### config.mk
export PLATFORM = sky130hd
export DESIGN_NAME = lpp_top
export DESIGN_NICKNAME = d
export VERILOG_FILES = /design/src/rtl/lpp_pkg.sv /design/src/rtl/lpp_wr_if.sv /design/src/rtl/lpp_top.sv /design/src/rtl/lpp_buf.sv
export SDC_FILE = /design/constraint.sdc
export NUM_CORES = 1
export LEC_CHECK = 0
export BUFFER_PORTS_ARGS = -buffer_cell sky130_fd_sc_hd__buf_2
export CORE_MARGIN = 5
export CORE_UTILIZATION = 55
export DETAILED_ROUTE_END_ITERATION = 10
export HOLD_SLACK_MARGIN = 0.12
export PLACE_DENSITY = 0.81
export SLEW_MARGIN = 30
export SYNTH_ARGS = -nofsm -noshare
export SYNTH_HDL_FRONTEND = slang
export SYNTH_SLANG_ARGS = --single-unit
### constraint.sdc
create_clock -name MCLK -period 4.58 [get_ports MCLK]
set_input_delay 0.916 -clock MCLK [delete_from_list [all_inputs] [get_ports MCLK]]
set_output_delay 0.916 -clock MCLK [all_outputs]
set_load 0.01 [all_outputs]
### src/rtl/lpp_pkg.sv
package lpp_pkg;
	// address decode of the printer port registers (three address inputs)
	localparam logic [2:0] LPP_ADDR_DATA = 3'h0;   // write data register / data lines read
	localparam logic [2:0] LPP_ADDR_STATUS = 3'h1; // printer status read
	localparam logic [2:0] LPP_ADDR_CTRL = 3'h2;   // write control register
	// control register field positions
	localparam int LPP_CTL_STROBE = 0;
	localparam int LPP_CTL_AUTOFEED = 1;
	localparam int LPP_CTL_INIT = 2;
	localparam int LPP_CTL_SELECT = 3;
	localparam int LPP_CTL_IRQ_EN = 4;
	// status register field positions
	localparam int LPP_ST_IRQ = 2;
	localparam int LPP_ST_ERROR_N = 3;
	localparam int LPP_ST_SELECTED = 4;
	localparam int LPP_ST_PAPER = 5;
	localparam int LPP_ST_ACK_N = 6;
	localparam int LPP_ST_BUSY_N = 7;
	// values after reset
	localparam logic [7:0] LPP_DATA_RST = 8'h00;
	localparam logic [4:0] LPP_CTL_RST = 5'h00;
	// buffer depth
	localparam int LPP_BUF_DEPTH = 2;
	// strobe edge states
	typedef enum logic [1:0] {
		LPP_IDLE = 2'b00,
		LPP_ACCESS = 2'b01
	} lpp_acc_e;
endpackage

### src/rtl/lpp_wr_if.sv
// write path between bus front end and printer side
interface lpp_wr_if;
	logic valid;     // a write word is offered
	logic ready;     // the taker accepts it
	logic [2:0] addr;
	logic [7:0] data;
	modport src (output valid, output addr, output data, input ready);
	modport dst (input valid, input addr, input data, output ready);
endinterface

### src/rtl/lpp_top.sv
module lpp_top (
	input wire logic MCLK,
	input wire logic RST_N,
	input wire logic PRINTER_PORT_SELECT_N,
	input wire logic SERIAL_SELECT_N,
	input wire logic IO_READ_STROBE_N,
	input wire logic IO_WRITE_STROBE_N,
	input wire logic [2:0] ADDR,
	input wire logic [7:0] DB_IN,
	output logic [7:0] DB_OUT,
	output logic DB_OE,
	output logic BUS_BUFFER_DRIVE,
	input wire logic PRINTER_OE_N,
	input wire logic [7:0] PRINTER_DATA_LINES_IN,
	output logic [7:0] PRINTER_DATA_LINES_OUT,
	output logic PRINTER_DATA_LINES_OE,
	output logic PRINTER_LATCH_STROBE_N_OUT,
	output logic PRINTER_LATCH_STROBE_N_OE,
	output logic AUTO_FEED_N_OUT,
	output logic AUTO_FEED_N_OE,
	output logic INIT_N_OUT,
	output logic INIT_N_OE,
	output logic PRINTER_SELECT_OUT_N_OUT,
	output logic PRINTER_SELECT_OUT_N_OE,
	output logic PRINTER_INTERRUPT_OUT,
	output logic PRINTER_INTERRUPT_OE,
	input wire logic ERROR_N_IN,
	input wire logic PRINTER_SELECTED_IN,
	input wire logic BUSY_IN,
	input wire logic PAPER_EMPTY_IN,
	input wire logic ACK_N_IN
);
	import lpp_pkg::*;

	//////////////////////////////////////////////////////////////////////
	// synchronisers: stage one is read only by stage two
	localparam int NSYNC = 9;
	logic [NSYNC-1:0] raw_in;
	logic [NSYNC-1:0] meta_ff;
	logic [NSYNC-1:0] sync_ff;
	assign raw_in = {PRINTER_PORT_SELECT_N, SERIAL_SELECT_N, IO_READ_STROBE_N,
		IO_WRITE_STROBE_N, ERROR_N_IN, PRINTER_SELECTED_IN, BUSY_IN,
		PAPER_EMPTY_IN, ACK_N_IN};
	genvar gi;
	generate
		for (gi = 0; gi < NSYNC; gi++) begin : g_sync
			// idle-high reset keeps strobes and selects inactive
			always_ff @(posedge MCLK or negedge RST_N) begin
				if (!RST_N) begin
					meta_ff[gi] <= 1'b1;
					sync_ff[gi] <= 1'b1;
				end else begin
					meta_ff[gi] <= raw_in[gi];
					sync_ff[gi] <= meta_ff[gi];
				end
			end
		end
	endgenerate
	logic lp_sel_n;
	logic ser_sel_n;
	logic rd_n;
	logic wr_n;
	logic err_n;
	logic printer_selected_in;
	logic busy;
	logic pe;
	logic ack_n;
	assign {lp_sel_n, ser_sel_n, rd_n, wr_n, err_n, printer_selected_in, busy, pe, ack_n} = sync_ff;

	// data lines, host address and host write data pass two flops as well;
	// address and data ride alongside the strobe synchronisers, so all of
	// them arrive together; a limitation is that the host must hold address
	// and data stable for the whole strobe
	logic [7:0] pd_meta_ff;
	logic [7:0] pd_ff;
	logic [2:0] addr_meta_ff; // host address, first stage
	logic [2:0] addr_ff; // host address as the logic sees it
	logic [7:0] dbi_meta_ff; // host write data, first stage
	logic [7:0] dbi_ff; // host write data as the logic sees it
	always_ff @(posedge MCLK or negedge RST_N) begin
		if (!RST_N) begin
			pd_meta_ff <= 8'h00;
			pd_ff <= 8'h00;
			addr_meta_ff <= 3'h0;
			addr_ff <= 3'h0;
			dbi_meta_ff <= 8'h00;
			dbi_ff <= 8'h00;
		end else begin
			pd_meta_ff <= PRINTER_DATA_LINES_IN;
			pd_ff <= pd_meta_ff;
			// second stages are the only readers of the first
			addr_meta_ff <= ADDR;
			addr_ff <= addr_meta_ff;
			dbi_meta_ff <= DB_IN;
			dbi_ff <= dbi_meta_ff;
		end
	end

	//////////////////////////////////////////////////////////////////////
	// module state
	typedef struct packed {
		lpp_acc_e wr_st;   // write strobe tracker
		logic ack_prev;    // acknowledge seen last cycle
		logic irq_pend;    // sticky acknowledge edge
		logic [7:0] data;  // write data register
		logic [4:0] ctl;   // write control register
		logic [7:0] rdat;  // read data holding register
		logic rd_act;      // a read is in progress
		logic oe_n;        // synced output enable
		logic oe_meta;     // first stage of output enable
		logic dbg_wr;      // checker aid: write just accepted by the buffer
	} lpp_top_s;
	lpp_top_s cur_ff;
	lpp_top_s nxt_st;

	lpp_wr_if wq_in ();
	lpp_wr_if wq_out ();

	// two-entry buffer between the host strobe and the register file
	lpp_buf #(.DEPTH(LPP_BUF_DEPTH)) u_buf (
		.MCLK(MCLK),
		.RST_N(RST_N),
		.in_p(wq_in),
		.out_p(wq_out)
	);

	logic wr_fall;
	logic lp_rd;
	logic ack_rise;
	// falling edge of the write strobe with the printer port selected
	assign wr_fall = (cur_ff.wr_st == LPP_IDLE) && !wr_n && !lp_sel_n;
	assign lp_rd = !rd_n && !lp_sel_n;
	assign ack_rise = !cur_ff.ack_prev && ack_n;
	assign wq_in.valid = wr_fall;
	assign wq_in.addr = addr_ff;
	assign wq_in.data = dbi_ff;
	// register file always takes the word; the buffer covers a host burst
	assign wq_out.ready = 1'b1;

	// next state
	always_comb begin
		nxt_st = cur_ff;
		nxt_st.oe_meta = PRINTER_OE_N;
		nxt_st.oe_n = cur_ff.oe_meta;
		nxt_st.ack_prev = ack_n;
		nxt_st.dbg_wr = wr_fall && wq_in.ready;
		// strobe tracker: one word per strobe; a full buffer drops it
		unique case (cur_ff.wr_st)
			LPP_IDLE: begin
				if (wr_fall) begin
					nxt_st.wr_st = LPP_ACCESS;
				end
			end
			LPP_ACCESS: begin
				if (wr_n) begin
					nxt_st.wr_st = LPP_IDLE;
				end
			end
		endcase
		// drain buffer into the addressed register
		if (wq_out.valid) begin
			if (wq_out.addr == LPP_ADDR_DATA) begin
				nxt_st.data = wq_out.data;
			end else if (wq_out.addr == LPP_ADDR_CTRL) begin
				nxt_st.ctl = wq_out.data[4:0];
			end
		end
		// reading status clears the pending edge, but a new edge wins
		if (lp_rd && !cur_ff.rd_act && addr_ff == LPP_ADDR_STATUS) begin
			nxt_st.irq_pend = 1'b0;
		end
		if (ack_rise) begin
			nxt_st.irq_pend = 1'b1;
		end
		// read data captured at the start of each read
		nxt_st.rd_act = lp_rd;
		if (lp_rd && !cur_ff.rd_act) begin
			unique case (addr_ff)
				LPP_ADDR_DATA: nxt_st.rdat = pd_ff;
				LPP_ADDR_STATUS: nxt_st.rdat = {~busy, ack_n, pe, printer_selected_in, err_n,
					cur_ff.irq_pend, 2'b11};
				LPP_ADDR_CTRL: nxt_st.rdat = {3'b111, cur_ff.ctl};
				default: nxt_st.rdat = 8'hFF;
			endcase
		end
	end

	// state register
	always_ff @(posedge MCLK or negedge RST_N) begin
		if (!RST_N) begin
			cur_ff <= '{wr_st: LPP_IDLE, ack_prev: 1'b1, irq_pend: 1'b0,
				data: LPP_DATA_RST, ctl: LPP_CTL_RST, rdat: 8'h00, rd_act: 1'b0,
				oe_n: 1'b1, oe_meta: 1'b1, dbg_wr: 1'b0};
		end else begin
			cur_ff <= nxt_st;
		end
	end

	//////////////////////////////////////////////////////////////////////
	// outputs
	// the serial half shares the bus driver, so its reads also steer it
	assign BUS_BUFFER_DRIVE = !rd_n && (!lp_sel_n || !ser_sel_n);
	assign DB_OUT = cur_ff.rdat;
	assign DB_OE = cur_ff.rd_act;
	assign PRINTER_DATA_LINES_OUT = cur_ff.data;
	assign PRINTER_DATA_LINES_OE = !cur_ff.oe_n;
	// the four control pins are open-drain: drive low only, otherwise release
	assign PRINTER_LATCH_STROBE_N_OUT = 1'b0;
	assign PRINTER_LATCH_STROBE_N_OE = cur_ff.ctl[LPP_CTL_STROBE];
	assign AUTO_FEED_N_OUT = 1'b0;
	assign AUTO_FEED_N_OE = cur_ff.ctl[LPP_CTL_AUTOFEED];
	assign INIT_N_OUT = 1'b0;
	// init pulls low while its bit is clear, like the usual port wiring
	assign INIT_N_OE = !cur_ff.ctl[LPP_CTL_INIT];
	assign PRINTER_SELECT_OUT_N_OUT = 1'b0;
	assign PRINTER_SELECT_OUT_N_OE = cur_ff.ctl[LPP_CTL_SELECT];
	assign PRINTER_INTERRUPT_OE = cur_ff.ctl[LPP_CTL_IRQ_EN];
	assign PRINTER_INTERRUPT_OUT = cur_ff.ctl[LPP_CTL_IRQ_EN] && cur_ff.irq_pend;
endmodule

### src/rtl/lpp_buf.sv
// two-entry buffer on the write path; a stalled taker loses no word
module lpp_buf #(
	parameter int DEPTH = 2
) (
	input wire logic MCLK,
	input wire logic RST_N,
	lpp_wr_if.dst in_p,
	lpp_wr_if.src out_p
);
	import lpp_pkg::*;
	typedef struct packed {
		logic [1:0][10:0] mem;
		logic [1:0] cnt;
		logic rd;
		logic wr;
	} lpp_buf_s;
	lpp_buf_s cur_ff;
	lpp_buf_s nxt_st;
	logic push;
	logic pop;
	//////////////////////////////////////////////////////////////////////
	// full and empty come straight from the occupancy count
	assign in_p.ready = (cur_ff.cnt != 2'(DEPTH));
	assign out_p.valid = (cur_ff.cnt != 2'h0);
	assign out_p.addr = cur_ff.mem[cur_ff.rd][10:8];
	assign out_p.data = cur_ff.mem[cur_ff.rd][7:0];
	assign push = in_p.valid && in_p.ready;
	assign pop = out_p.valid && out_p.ready;
	// next state
	always_comb begin
		nxt_st = cur_ff;
		if (push) begin
			nxt_st.mem[cur_ff.wr] = {in_p.addr, in_p.data};
			nxt_st.wr = ~cur_ff.wr;
		end
		if (pop) begin
			nxt_st.rd = ~cur_ff.rd;
		end
		nxt_st.cnt = cur_ff.cnt + 2'(push) - 2'(pop);
	end
	// state register
	always_ff @(posedge MCLK or negedge RST_N) begin
		if (!RST_N) begin
			cur_ff <= '0;
		end else begin
			cur_ff <= nxt_st;
		end
	end
endmodule

==> summary.md, run 1 <==
| Metric | Value |
|---|---|
| Status | `finished clean` |
| Ports | `60` |
| Die area | `roughly 0.0087 mm2` |
| Number of setup violations in the final report | `0` |
| Net Sw Frac | `28.3%` |
| CP top delay family | `flip-flops` |
| Die W | `roughly 93 um` |
| Post-Route WL | `6140 um` |
| CP Capture Type | `flop` |
| Int Pwr | `between 1.5 and 2 mW` |
| Slew headroom | `about 52%` |
| Pleak | `1.91 nW` |
| Warnings from Yosys | `0` |
| # rows | `30` |
| Clock Latency Late Sink | `roughly 0.36 ns` |
| Post-DP HPWL | `about 4300 um` |
| Clock slew at reported path FFs | `around 0.10 ns` |
| Hold Path Class | `flop to flop` |
| Fin. Hold Viols | `0` |
| Avg WL per Cell | `around 17 um` |
| Hold slack final | `about 0.35 ns` |
| Worst path slowest cell | `dfrtp_1` |
| Yosys cell types | `27` |
| Via density per instance | `slightly above 5` |
| Setup crit start kind | `flop` |
| Hold_buf cts | `0` |
| Largest net degree at the start of global routing | `85` |
| Share of layout cells above drive strength 1 | `49.8%` |
| Crit Path Max Fanout | `13` |
| Final Cycle Share | `between 40% and 50%` |
| First DRT Iteration DRCs | `43` |
| Switching pwr | `0.630 mW` |
| Post-layout nets | `between 300 and 400` |
| Placer Congestion | `0.831` |
| Buffers on Ports | `between 50 and 60` |
| Share of power burned in registers | `57.0%` |
| Crit path DAT | `2.45 ns` |
| CTS buffer count | `9` |
| Sequential area share after synthesis | `between 70 and 80%` |
| WS Path Type | `flop to flop` |
| Initial Utilization | `56.3%` |
| Clk_skew | `around 0.015 ns` |
| Combinational share of power | `approximately 19%` |
| Total global-route track usage | `between 15 and 20%` |
| Synth Register Bits | `~110` |
| Fin crit period | `about 2.2 ns` |
| Fillers | `slightly below 500` |
| VDD IR max | `roughly 260 uV` |
| Post-CTS sizing | `0` |
| Vias in the first global route | `around 2100` |
| Slew Viols, Final | `0` |
| Mapped Area | `0.00381 mm2` |
| Syn avg cell area | `around 16 um2` |
| Fin Setup TNS | `0 ns` |
| CTS sink count | `109` |
| First-pass GRT wire length | `between 10000 and 15000 um` |
| Max_cap viols | `0` |
| DRC viols | `0` |
| Post-route ant nets | `0` |
| Cells after synthesis | `between 200 and 250` |
| Worst slew pin tran | `0.719 ns` |
| Vias | `between 1500 and 2000` |
| Dpl cells | `about 360` |
| Slowest stage delay, CP | `approximately 0.69 ns` |
| Pre-Repair DR Iteration Count | `4` |
| F_max | `~0.45 GHz` |
| Final WS setup | `2.37 ns` |
| Initial antenna violation count | `0` |
| CTS H-tree depth | `3` |
| Buf/Inv on CP | `0` |
| Core ar. | `slightly below 0.007 mm2` |
| RSZ-0062 raised after global routing | `false` |
| CTS Buffer Depth | `2` |
| Chip height | `about 93 um` |
| Setup WS pre-CTS | `approximately 2.4 ns` |
| Power per cell area | `about 530 mW/mm2` |
| Total grt overflow | `0` |
| Crit-path cells | `or3b_2 > a211oi_4 > mux2_2` |
| CTS tree | `built` |
| Clock Power Share | `a little under a quarter` |
| Root cell of the clock tree | `clkbuf_8` |
| Buffers inserted by post-CTS timing repair | `0` |
| Area growth syn-to-layout | `11.0%` |
| Antenna Cells | `0` |
| Post-route insts no fill | `between 300 and 400` |
| Worst endpoint required time | `4.82 ns` |
==> placed cells by master, fill, tap and decap left out, types with 2 or more instances in the layout <==
cell type,n
a21oi_1,10
and2_1,2
buf_2,54
buf_4,2
clkbuf_8,9
clkinv_4,3
conb_1,4
dfrtp_1,88
dfstp_2,21
inv_1,5
mux2_2,47
mux2i_1,5
nand2b_1,3
nor2_1,12
o21ai_0,5
o22ai_1,3
or3_1,2
==> area by class of cell <==
type                    instances  area, um2  share of cell area (%)
clock buffers                   9        124                    2.93
inverters                       5       18.8                   0.444
clock inverters                 7       58.8                    1.39
multi-input cells             104        875                    20.7
flip-flops and latches        109       2750                    65.2
well taps                      80        100                    2.37
repair buffers                 57        297                    7.02
==> layer usage <==
metal / GRT usage [%] / routed length, um
met5: 0 / 0
met4: 5.74 / 77
met3: 5.31 / 268
met2: 26.5 / 3170
met1: 20.0 / 2630
==> final timing paths <==
kind                                       from                         to  slack (ns)  cells past startpoint
worst max-delay path            u_buf.cur_ff[1]  PRINTER_DATA_LINES_OUT[0]        2.37                      3
worst min-delay path                 meta_ff[6]                       rd_n        0.35                      0
min in group asynchronous                 RST_N             dbi_meta_ff[5]        0.56                      1
max in group asynchronous                 RST_N                 meta_ff[5]        3.13                      2
worst max register to register  u_buf.cur_ff[1]  PRINTER_DATA_LINES_OUT[0]        2.37                      3
worst min register to register       meta_ff[6]                       rd_n        0.35                      0
==> synth_stat cells <==
| cell type | n | share of area (%) |
|---|---|---|
| nor3_1 | 2 | 0.26 |
| buf_1 | 1 | 0.099 |
| nand2_1 | 1 | 0.099 |
| o21ai_0 | 5 | 0.66 |
| or3b_2 | 1 | 0.23 |
| a211oi_2 | 1 | 0.33 |
| inv_1 | 5 | 0.49 |
| nor2b_1 | 1 | 0.16 |
| mux2_2 | 47 | 14 |
| or3b_1 | 1 | 0.23 |
| buf_4 | 21 | 4.1 |
| clkbuf_1 | 1 | 0.099 |
| o22ai_1 | 3 | 0.49 |
| buf_2 | 2 | 0.26 |
| conb_1 | 1 | 0.099 |
| nor4_1 | 1 | 0.16 |
| nand2b_1 | 3 | 0.49 |
| a21oi_1 | 10 | 1.3 |
| or4_1 | 1 | 0.20 |
| a211oi_4 | 1 | 0.53 |
| and2_1 | 2 | 0.33 |
| dfrtp_1 | 88 | 58 |
| or3_1 | 2 | 0.33 |
| nor2_1 | 12 | 1.2 |
| mux2i_1 | 5 | 1.3 |
| xnor2_1 | 1 | 0.23 |
| dfstp_2 | 21 | 14 |
==> stage by stage <==
stage | area [um2] | util [%] | total power, mW
5_1_grt | 4230 | 62.6 | 2.35
4_1_cts | 4220 | 62.4 | 2.25
3_5_place_dp | 4040 | 59.7 | 1.73
3_3_place_gp | 4040 | 59.7 | 1.70
6_report | 4230 | 62.6 | 2.23
2_1_floorplan | 3820 | - | 1.60
==> sequential cells by signal (all words and copies together), names as in the netlist, 3 cells and up <==
register                count
u_buf.cur_ff               26
meta_ff                     9
DB_OUT                      8
PRINTER_DATA_LINES_OUT      8
dbi_ff                      8
dbi_meta_ff                 8
pd_ff                       8
pd_meta_ff                  8
cur_ff                      6
addr_ff                     3
addr_meta_ff                3
==> power groups by stage <==
stage | combinational (mW) | clock [mW] | sequential [mW]
2_1_floorplan | 0.362 | 0 | 1.24
3_3_place_gp | 0.422 | 0 | 1.28
3_5_place_dp | 0.439 | 0 | 1.29
4_1_cts | 0.440 | 0.539 | 1.27
5_1_grt | 0.476 | 0.585 | 1.29
6_report | 0.430 | 0.527 | 1.27
==> kinds of logic after synthesis <==
family | synth area share, %
AND/OR/NAND/NOR | 3.68
flip-flops | 72.4
buffers and inverters | 5.10
AO/OA/AOI/OAI | 3.32
XOR/XNOR | 0.230
other | 0.0985
multiplexers | 15.2
(Power assumes the default switching activity.)
==> run 2: changes to the inputs <==
==> constraint.sdc (replaced) <==
create_clock -name MCLK -period 2.2 [get_ports MCLK]
set_input_delay 0.44 -clock MCLK [delete_from_list [all_inputs] [get_ports MCLK]]
set_output_delay 0.44 -clock MCLK [all_outputs]
set_load 0.01 [all_outputs]
==> summary.md, run 2 (same netlist as run 1, synthesis figures left out) <==
| Metric | Value |
|---|---|
| RSZ-0062 raised after global routing | `false` |
| Post-route insts no fill | `377 (+1.6%)` |
| Pleak | `1.95 nW (+2.2%)` |
| R2R cell count | `3 (unchanged)` |
| Finished Cell Area | `0.00430 mm2 (+1.7%)` |
| Worst endpoint required time | `2.46 ns (-2.36 ns)` |
| Setup WS pre-CTS | `0.295 ns (-2.07 ns)` |
| Overall Power | `4.80 mW (+120%)` |
| # rows | `30 (unchanged)` |
| Max_cap viols | `0 (unchanged)` |
| Root cell of the clock tree | `clkbuf_8` |
| Post-route ant nets | `0 (unchanged)` |
| Clock slew at reported path FFs | `0.10 ns (about the same)` |
| CTS sink count | `109 (unchanged)` |
| First DRT Iteration DRCs | `145 (+240%)` |
| Post-CTS sizing | `0 (unchanged)` |
| Share of layout cells above drive strength 1 | `50.5% (+0.68 points)` |
| Met3 track utilization from global routing | `5.23% (-0.080 points)` |
| CP Capture Type | `flop` |
| Most common library cell in the layout ignoring fill and taps | `dfrtp_1` |
| Area of the multi-input gates | `870 um2 (-0.57%)` |
| Die area | `0.00868 mm2 (unchanged)` |
| Commonest cells after routing, fill and taps aside | `dfrtp_1 (88), buf_2 (54), mux2_2 (47)` |
| Total grt overflow | `0 (unchanged)` |
| Die W | `93.2 um (unchanged)` |
| Reg2reg setup slack | `0.29 ns (-2.09 ns)` |
| Via density per instance | `5.14 (-0.62%)` |
| Initial Utilization | `56.3% (unchanged)` |
| Clock Latency Late Sink | `0.37 ns (about the same)` |
| WS Path Type | `flop to flop` |
| Post-DP HPWL | `4590 um (+6.4%)` |
| Critical path endpoint | `u_buf.cur_ff[18]` |
| F_max | `0.522 GHz (+15%)` |
| Hold slack final | `0.110 ns (-0.243 ns)` |
| Slowest stage delay, CP | `0.63 ns (-0.06 ns)` |
| DRC viols | `0 (unchanged)` |
| Post-layout nets | `323 (+1.9%)` |
| Hold_buf cts | `0 (unchanged)` |
| Routing usage on met2 | `27.0% (+0.48 points)` |
| Power per cell area | `1120 mW/mm2 (+110%)` |
| Ports | `60 (unchanged)` |
| CTS buffer count | `9 (unchanged)` |
| Buffers on Ports | `55 (unchanged)` |
| Initial antenna violation count | `0 (unchanged)` |
| Total global-route track usage | `16.6% (+0.54 points)` |
| Chip height | `93.2 um (unchanged)` |
| Dpl cells | `361 (+1.7%)` |
| M1 GR Usage | `20.6% (+0.60 points)` |
| Critical R2R Capture | `u_buf.cur_ff[18]` |
| Final Cycle Share | `87.0% (+39 points)` |
| Fin. Hold Viols | `0 (unchanged)` |
| Placed inst area | `0.00409 mm2 (+1.4%)` |
| Crit Path Max Fanout | `11 (-2)` |
| Worst Setup SP | `wr_n` |
| Crit-path cells | `or3_1 > or3b_1 > mux2_2` |
| Slew Viols, Final | `0 (unchanged)` |
| Worst path slowest cell | `or3b_1` |
| Fillers | `481 (-2.6%)` |
| CTS tree | `built` |
| Core ar. | `0.00676 mm2 (unchanged)` |
| Number of setup violations in the final report | `0 (unchanged)` |
| Fin crit period | `1.91 ns (-0.294 ns)` |
| Slew headroom | `53.7% (+1.7 points)` |
| Avg WL per Cell | `17.0 um (+2.9%)` |
| Largest registers | `u_buf.cur_ff: 26 flops, meta_ff: 9 flops` |
| Crit path DAT | `2.17 ns (-0.28 ns)` |
| Grt peak-use layer | `met2` |
| First-pass GRT wire length | `10900 um (+4.1%)` |
| RR Startpoint | `wr_n` |
| Fin Setup TNS | `0 ns (unchanged)` |
| Status | `finished clean` |
| Worst slew pin tran | `0.694 ns (-0.0248 ns)` |
| CTS Buffer Depth | `2 (unchanged)` |
| Register area | `0.00275 mm2 (unchanged)` |
| Largest net degree at the start of global routing | `58 (-32%)` |
| Number of flip-flops in the largest register | `26 (unchanged)` |
| Final WS setup | `0.285 ns (-2.09 ns)` |
| Post-Route WL | `6430 um (+4.6%)` |
| CTS H-tree depth | `3 (unchanged)` |
| Core Util, Final | `63.6% (+1.1 points)` |
| Area growth syn-to-layout | `12.9%` |
| Pre-Repair DR Iteration Count | `4 (unchanged)` |
| Hold Path Class | `input port to async pin` |
| VDD IR max | `574 uV (+120%)` |
| Biggest register | `u_buf.cur_ff` |
| Vias | `1939 (+0.99%)` |
| Vias in the first global route | `2223 (+6.4%)` |
| Antenna Cells | `0 (unchanged)` |
| Setup crit start kind | `flop` |
| Buffers inserted by post-CTS timing repair | `0 (unchanged)` |
| Clk_skew | `0.00679 ns (-0.00786 ns)` |
| Placer Congestion | `0.775 (-6.8%)` |
run 2: changes by cell type in the layout (fill, tap and decap cells not counted), sizes merged:
cell | previous run | this run
inv | 7 | 8
buf | 57 | 63
clkinv | 4 | 2
bufinv | 0 | 1
run 2: worst max-delay path: cells and delay by family (launching register included):
family,cells,cell delay (ns)
DFF,1,0.38
muxes,1,0.38
and+or+nand+nor,2,1.05
run 2: how the worst min path moves through the flow:
stage / startpoint / end
floorplan: RST_N / AUTO_FEED_N_OE
global placement: addr_meta_ff[2] / addr_ff[2]
detailed placement: dbi_meta_ff[3] / dbi_ff[3]
CTS: RST_N / dbi_meta_ff[2]
global route: SERIAL_SELECT_N / meta_ff[7]
finish: RST_N / u_buf.cur_ff[6]
run 2: report_power, final:
group	total [mW]	switching (mW)	internal, mW
clock network	1.23	0.683	0.542
logic	0.967	0.429	0.538
registers	2.60	0.217	2.39
run 2: area by class of cell:
cell class	instances	area share [%]
flip-flops and latches	109	64.1
multi-input cells	104	20.2
repair buffers	63	8.15
clock buffers	9	2.88
well taps	80	2.33
clock inverters	7	1.89
inverters	5	0.437
run 2: layer usage:
| layer | vias to the layer above | routed length [um] |
|---|---|---|
| met5 | - | 0 |
| met4 | 0 | 149 |
| met3 | 15 | 279 |
| met2 | 48 | 3400 |
| met1 | 986 | 2600 |
| li1 | 890 | - |
